--- config.mk ---
export PLATFORM = sky130hd
export DESIGN_NAME = ecc_engine
export DESIGN_NICKNAME = d
export VERILOG_FILES = /design/src/ecc_pkg.sv /design/src/ecc_if.sv /design/src/ecc_engine.sv /design/src/ecc_codec.sv
export SDC_FILE = /design/constraint.sdc
export NUM_CORES = 1
export LEC_CHECK = 0
export BUFFER_PORTS_ARGS = -buffer_cell sky130_fd_sc_hd__clkbuf_2
export CAP_MARGIN = 15
export CORE_MARGIN = 1
export CORE_UTILIZATION = 41
export CTS_BUF_LIST = sky130_fd_sc_hd__clkbuf_2 sky130_fd_sc_hd__clkbuf_4 sky130_fd_sc_hd__clkbuf_8
export DETAILED_ROUTE_END_ITERATION = 16
export PLACE_DENSITY = 0.78
export SYNTH_ARGS = -nofsm -noshare
export SYNTH_HDL_FRONTEND = slang
export SYNTH_SLANG_ARGS = --single-unit
--- constraint.sdc ---
create_clock -name clk -period 2.45 [get_ports clk]
set_clock_uncertainty 0.05 [all_clocks]
set_input_delay 0.1225 -clock clk [delete_from_list [all_inputs] [get_ports clk]]
set_output_delay 0.1225 -clock clk [all_outputs]
set_load 0.01 [all_outputs]
--- src/ecc_pkg.sv ---
// constants shared by the external memory correction block
package ecc_pkg;
	// register index 0x15 in window zero, byte address is four times it
	localparam logic [7:0] reg_idx_ccs = 8'h15;
	localparam logic [11:0] addr_ccs = {2'h0, reg_idx_ccs, 2'h0};
	localparam logic [11:0] addr_irq_status = 12'h100;
	localparam logic [11:0] addr_irq_clear = 12'h104;
	localparam logic [11:0] addr_irq_enable = 12'h108;
	localparam int irq_mode_hi = 6;
	localparam int irq_mode_lo = 5;
	localparam int dbl_err_bit = 4;
	localparam int cnt_hi = 3;
	localparam logic [7:0] ccs_reset = 8'h00;
	localparam logic [3:0] cnt_max = 4'hf;
	localparam int data_w = 16;
	localparam int chk_w = 5;
	// interrupt modes in the control bits
	localparam logic [1:0] irq_mode_off = 2'h0;
	localparam logic [1:0] irq_mode_dbl = 2'h1;
	localparam logic [1:0] irq_mode_sgl = 2'h2;
	localparam logic [1:0] irq_mode_all = 2'h3;
	// status bits
	localparam int ev_single = 0;
	localparam int ev_double = 1;
	localparam int ev_w = 2;
	localparam logic [1:0] ev_reset = 2'h0;
endpackage

--- src/ecc_if.sv ---
// carries data and check bits between the engine and the codec
`timescale 1ns/1ns
interface ecc_if;
	import ecc_pkg::*;
	logic [data_w-1:0] wdata;
	logic [chk_w-1:0] wcheck;
	logic [data_w-1:0] rdata;
	logic [chk_w-1:0] rcheck;
	logic [data_w-1:0] corrected;
	logic single_err;
	logic double_err;
	modport engine
	(
		output wdata,
		input wcheck,
		output rdata,
		output rcheck,
		input corrected,
		input single_err,
		input double_err
	);
	modport codec
	(
		input wdata,
		output wcheck,
		input rdata,
		input rcheck,
		output corrected,
		output single_err,
		output double_err
	);
endinterface

--- src/ecc_engine.sv ---
// external memory correction engine with its apb register file
// ------------------------------------------------------------
// ------------------------------------------------------------
//
// Local design decision: the APB slave port.
`timescale 1ns/1ns
module ecc_engine
	import ecc_pkg::*;
(
	input wire logic clk,
	input wire logic reset,
	// apb slave
	input wire logic psel,
	input wire logic penable,
	input wire logic pwrite,
	input wire logic [11:0] paddr,
	input wire logic [31:0] pwdata,
	output logic [31:0] prdata,
	output logic pready,
	output logic pslverr,
	// cpu bus unit side
	input wire logic ext_wr,
	input wire logic ext_rd,
	input wire logic [data_w-1:0] cpu_wdata,
	output logic [data_w-1:0] cpu_rdata,
	output logic cpu_rvalid,
	// memory side
	input wire logic [data_w-1:0] mem_rdata,
	output logic [data_w-1:0] mem_wdata,
	input wire logic [chk_w-1:0] check_in,
	output logic [chk_w-1:0] check_out,
	output logic check_oe,
	input wire logic correction_enable_input,
	output logic irq
);
	logic en_s1_q;
	logic en_s2_q;
	logic [chk_w-1:0] chk_s1_q;
	logic [chk_w-1:0] chk_s2_q;
	logic [data_w-1:0] md_s1_q;
	logic [data_w-1:0] md_s2_q;
	logic [7:0] ccs_q;
	logic [ev_w-1:0] status_q;
	logic [ev_w-1:0] enable_q;
	logic sgl_ev;
	logic dbl_ev;
	logic prot_rd;
	logic wr_acc;
	logic rd_acc;
	logic [ev_w-1:0] clr;
	logic [ev_w-1:0] ev;
	logic [ev_w-1:0] gate;
	logic [1:0] mode;

	ecc_if e();

	ecc_codec u_codec
	(
		.c(e)
	);

	// ------------------------------------------------------------
	// pin synchronisers
	// ------------------------------------------------------------
	// enable level is held stable by the system for the access
	always_ff @(posedge clk)
	begin
		if (reset)
		begin
			en_s1_q <= 1'b0;
			en_s2_q <= 1'b0;
		end
		else
		begin
			en_s1_q <= correction_enable_input;
			en_s2_q <= en_s1_q;
		end
	end

	always_ff @(posedge clk)
	begin
		if (reset)
		begin
			chk_s1_q <= '0;
			chk_s2_q <= '0;
			md_s1_q <= '0;
			md_s2_q <= '0;
		end
		else
		begin
			chk_s1_q <= check_in;
			chk_s2_q <= chk_s1_q;
			md_s1_q <= mem_rdata;
			md_s2_q <= md_s1_q;
		end
	end

	// ------------------------------------------------------------
	// datapath
	// ------------------------------------------------------------
	assign e.wdata = cpu_wdata;
	assign e.rdata = md_s2_q;
	assign e.rcheck = chk_s2_q;
	assign prot_rd = ext_rd && en_s2_q;

	// write data and check bits are registered together
	always_ff @(posedge clk)
	begin
		if (reset)
		begin
			mem_wdata <= '0;
			check_out <= '0;
			check_oe <= 1'b0;
		end
		else
		begin
			if (ext_wr)
			begin
				mem_wdata <= cpu_wdata;
				check_out <= e.wcheck;
			end
			check_oe <= ext_wr && en_s2_q;
		end
	end

	always_ff @(posedge clk)
	begin
		if (reset)
		begin
			cpu_rdata <= '0;
			cpu_rvalid <= 1'b0;
		end
		else
		begin
			cpu_rvalid <= ext_rd;
			if (ext_rd)
				cpu_rdata <= prot_rd ? e.corrected : md_s2_q;
		end
	end

	// unprotected reads raise nothing
	assign sgl_ev = prot_rd && e.single_err;
	assign dbl_ev = prot_rd && e.double_err;

	// ------------------------------------------------------------
	// apb register file
	// ------------------------------------------------------------
	assign wr_acc = psel && penable && pwrite;
	assign rd_acc = psel && !pwrite;
	assign pready = 1'b1;
	assign pslverr = 1'b0;

	// error flag and counter are sticky; a hardware event beats a write, except a single event on a full count, where the written count loads
	always_ff @(posedge clk)
	begin
		if (reset)
			ccs_q <= ccs_reset;
		else
		begin
			if (wr_acc && paddr == addr_ccs)
				ccs_q <= pwdata[7:0];
			if (dbl_ev)
				ccs_q[dbl_err_bit] <= 1'b1;
			if (sgl_ev && ccs_q[cnt_hi:0] != cnt_max)
				ccs_q[cnt_hi:0] <= ccs_q[cnt_hi:0] + 4'h1;
			else if (sgl_ev && wr_acc && paddr == addr_ccs)
				ccs_q[cnt_hi:0] <= pwdata[cnt_hi:0];
		end
	end

	always_ff @(posedge clk)
	begin
		if (reset)
			prdata <= '0;
		else if (rd_acc && !penable)
		begin
			unique case (paddr)
				addr_ccs: prdata <= {24'h0, ccs_q};
				addr_irq_status: prdata <= {30'h0, status_q};
				addr_irq_enable: prdata <= {30'h0, enable_q};
				default: prdata <= '0;
			endcase
		end
	end

	// ------------------------------------------------------------
	// interrupts
	// ------------------------------------------------------------
	assign mode = ccs_q[irq_mode_hi:irq_mode_lo];

	// mode decides which error kinds may become interrupt events
	always_comb
	begin
		unique case (mode)
			irq_mode_off: gate = 2'h0;
			irq_mode_dbl: gate = 2'h2;
			irq_mode_sgl: gate = 2'h1;
			irq_mode_all: gate = 2'h3;
		endcase
	end

	assign ev = {dbl_ev, sgl_ev} & gate;
	assign clr = (wr_acc && paddr == addr_irq_clear) ?
		pwdata[ev_w-1:0] : '0;

	always_ff @(posedge clk)
	begin
		if (reset)
			status_q <= ev_reset;
		else
			status_q <= (status_q & ~clr) | ev;
	end

	always_ff @(posedge clk)
	begin
		if (reset)
			enable_q <= ev_reset;
		else if (wr_acc && paddr == addr_irq_enable)
			enable_q <= pwdata[ev_w-1:0];
	end

	assign irq = |(status_q & enable_q);
endmodule

--- src/ecc_codec.sv ---
// hamming codec: 16 data bits and 5 check bits, single-bit correction
`timescale 1ns/1ns
module ecc_codec
	import ecc_pkg::*;
(
	ecc_if.codec c
);
	// ------------------------------------------------------------
	// code position of each data bit (skips powers of two)
	// ------------------------------------------------------------
	function automatic logic [4:0] pos_of(input int i);
		int p;
		int n;
		p = 0;
		n = -1;
		for (int k = 1; k < 32; k++)
		begin
			if (n < i && (k & (k - 1)) != 0)
			begin
				n = n + 1;
				p = k;
			end
		end
		return 5'(p);
	endfunction

	function automatic logic [4:0] syn_of(input logic [data_w-1:0] d);
		logic [4:0] s;
		s = 5'h00;
		for (int i = 0; i < data_w; i++)
		begin
			if (d[i])
				s = s ^ pos_of(i);
		end
		return s;
	endfunction

	logic [chk_w-1:0] syn;
	logic [4:0] last_pos;

	assign last_pos = 5'(data_w + chk_w);
	assign c.wcheck = syn_of(c.wdata);
	assign syn = syn_of(c.rdata) ^ c.rcheck;
	// five check bits cannot carry a full double detect for 16 data bits;
	// a syndrome past the last code position is the uncorrectable case
	assign c.single_err = syn != 5'h00 && syn <= last_pos;
	assign c.double_err = syn > last_pos;

	always_comb
	begin
		logic [4:0] p;
		p = 5'h00;
		c.corrected = c.rdata;
		for (int i = 0; i < data_w; i++)
		begin
			p = pos_of(i);
			if (c.single_err && p == syn)
				c.corrected[i] = !c.rdata[i];
		end
	end
endmodule

==> reports/qor.csv <==
metric,value,unit
status,finished clean,
clock tree from TritonCTS,built,
asr flop ratio synth,0,%
"Seq/Total Area, Yosys",43.4,%
Syn. warnings,0,
f_max,0.430,GHz
Final Hold Fails,0,
Clock Sink Count,103,
initial cell density of the core,42.9,%
Post-Route WL,10500,um
Startpoint Class,register,
Die Y,110,um
ys flop type,dfxtp_1,
Lkg Pwr,0.00258,uW
Cells after Synth,472,
routed wl met3,512,um
largest net degree at the start of global routing,43,
io pins,163,
RSZ-0062 raised after global routing,yes,
"delay-heaviest family, CP",XOR/XNOR gates,
post-layout util,54.3,%
Worst Path Buf+Inv,0,
WHS,20.8,ps
Setup CP Type,reg2reg,
required time worst endpoint,2680,ps
Antenna Cells,0,
CTS root buf,clkbuf_8,
Final Net Count,715,
# port buffers,112,
vias in the first global route,3579,
drt pass-1 iters,4,
Std-Cell Core Area,11100,um2
Post-CTS Setup Inserts,0,
Synth-to-Final Area Change,26.5,%
initial antenna violation count,0,
minimum clock period,2330,ps
DIE AREA,12000,um2
register area,2060,um2
routability cong.,0.845,
multi-input logic area,2520,um2
fraction of layout cells with a size suffix above 1,26.5,%
CP Cell Sequence,xor2_1 -> xnor3_1 -> xnor2_2 -> nand4_1 -> xor2_1 -> a211oi_1,
CTS Buffer Depth,2,
first-pass GRT wire length,16600,um
CP max stage delay,520,ps
number of synthesized flops with an enable pin,0,
later-pin clock latency in the skew report,370,ps
via/cell ratio,4.80,
# rows,38,
Final Cycle Share,95.0,%
WL per Instance,13.6,um
Slew @ Worst Pin,725,ps
mapped cell area,4750,um2
Seq cells post-synth,103,
Mapped Avg Cell Area,10.1,um2
fin. max-slew vios,0,
GRT Residual Overflow,0,
all-layer global routing usage,18.1,%
Max-Slew Margin vs Limit,51.7,%
CP Capture Type,register,
synth unique cells,53,
Final Setup Violations,0,
crit path max fanout,10,
via count,3695,
Post-DRT Antenna Nets,0,
most frequent CP cell,xor2_1,
WL met1,4510,um
Die W,110,um
worst hold path type,in2reg,
slowest cell on the critical path,xnor3_1,
maximum vdd drop,377,uV
PD cells,625,nW/um2
initial DRC count,153,
"commonest non-fill, non-tap cell in the layout",clkbuf_2,
Clock transition at path regs,90,ps
Fillers,983,
HPWL Detailed,7540,um
WP data arrival,2560,ps
Residual DRC,0,
metal2 WL,5250,um
number of buffers created by CTS,9,
"commonest cells after routing, fill and taps aside","111 x clkbuf_2, 102 x dfxtp_1, 51 x nor2_1",
htree depth,3,
max-capacitance violation count,0,
top routing layer used,met4,
## worst register-to-register path, stage by stage (launching register included)
cell and delay, ps:
dfxtp_1 400, xor2_1 290, xnor3_1 520, xnor2_2 390, nand4_1 170, xor2_1 170, a211oi_1 250
## final timing paths
check / from / endpoint / slack, ps / cells past startpoint
setup / recovery: e.rdata[11] / cpu_rdata[11] / 120 / 6
hold / removal: cpu_wdata[3] / mem_wdata[3] / 20 / 3
setup reg to reg: e.rdata[11] / cpu_rdata[11] / 120 / 6
hold reg to reg: md_s1_q[15] / e.rdata[15] / 390 / 1
## synth_stat cells, types with 2 or more instances
cell        n  area (um2)
dfxtp_1   103        2060
nor2_1     51         191
nor2b_1    46         288
xnor2_1    40         350
mux2i_1    28         280
buf_4      26         195
xor2_1     20         175
a211oi_1   19         143
clkbuf_1   18        67.6
nand4_1    18         113
nand2_1    14        52.6
a21oi_1    11        55.1
nand3_1    10        50.1
nor3_1      6        30.0
o21ai_0     5        25.0
xnor3_1     5         113
o211ai_1    4        30.0
a31oi_1     3        18.8
xnor2_2     3        48.8
xnor3_2     3        71.3
and2_1      2        12.5
buf_1       2        7.51
conb_1      2        7.51
nand2b_1    2        12.5
nand3b_1    2        15.0
nor3b_1     2        15.0
## area by class of cell
class                   count  share of cell area, %
flip-flops and latches    103                   34.3
clock inverters             6                   1.14
multi-input cells         346                   41.8
clock buffers              10                   2.29
well taps                 140                   2.91
repair buffers            165                   17.5
## metrics by stage
stage          area, um2  power (uW)  worst slack, ps  setup TNS, ps  cells
6_report            6020        3760              123              0    770
5_1_grt             6020        3960            -20.3          -30.0    770
4_1_cts             6000        3790             27.4              0    770
3_5_place_dp        5430        2650             28.3              0    717
3_3_place_gp        5430        2630             47.7              0    717
2_1_floorplan       4840        2410              199              0    496
## registers in the layout, indices dropped and copies added (netlist names), 2 cells and up
signal,flops
chk_s1_q,5
mem_wdata,16
check_out,5
e.rdata,16
chk_s2_q,5
md_s1_q,16
enable_q,2
prdata,8
cpu_rdata,16
status_q,2
ccs_q,8
## logic make-up after synthesis
group	Yosys count	synth area share (%)
AO/OA/AOI/OAI	48	6.76
adder cells (fa/ha/maj)	1	0.263
XOR/XNOR	76	18.5
flip-flops	103	43.4
multiplexers	29	6.13
other	2	0.158
AND/OR/NAND/NOR	166	19.1
buffers and inverters	47	5.79
## metal layers
metal / global-route usage, % / up-vias
li1: - / 1866
met1: 21.2 / 1701
met2: 31.5 / 115
met3: 4.09 / 13
met4: 8.29 / 0
met5: 0 / -
## timing repair
action / in CTS / in global routing
hold buffers: 37 / 0
setup endpoints to repair: 0 / 11
resized for setup: 0 / 5
hold endpoints to repair: 40 / 0
## report_power, final
| group | switching [uW] | internal, uW |
|---|---|---|
| Combinational | 443 | 413 |
| Sequential | 50.4 | 1760 |
| Clock | 589 | 506 |
No activity file was read; power rests on OpenSTA's default activity.
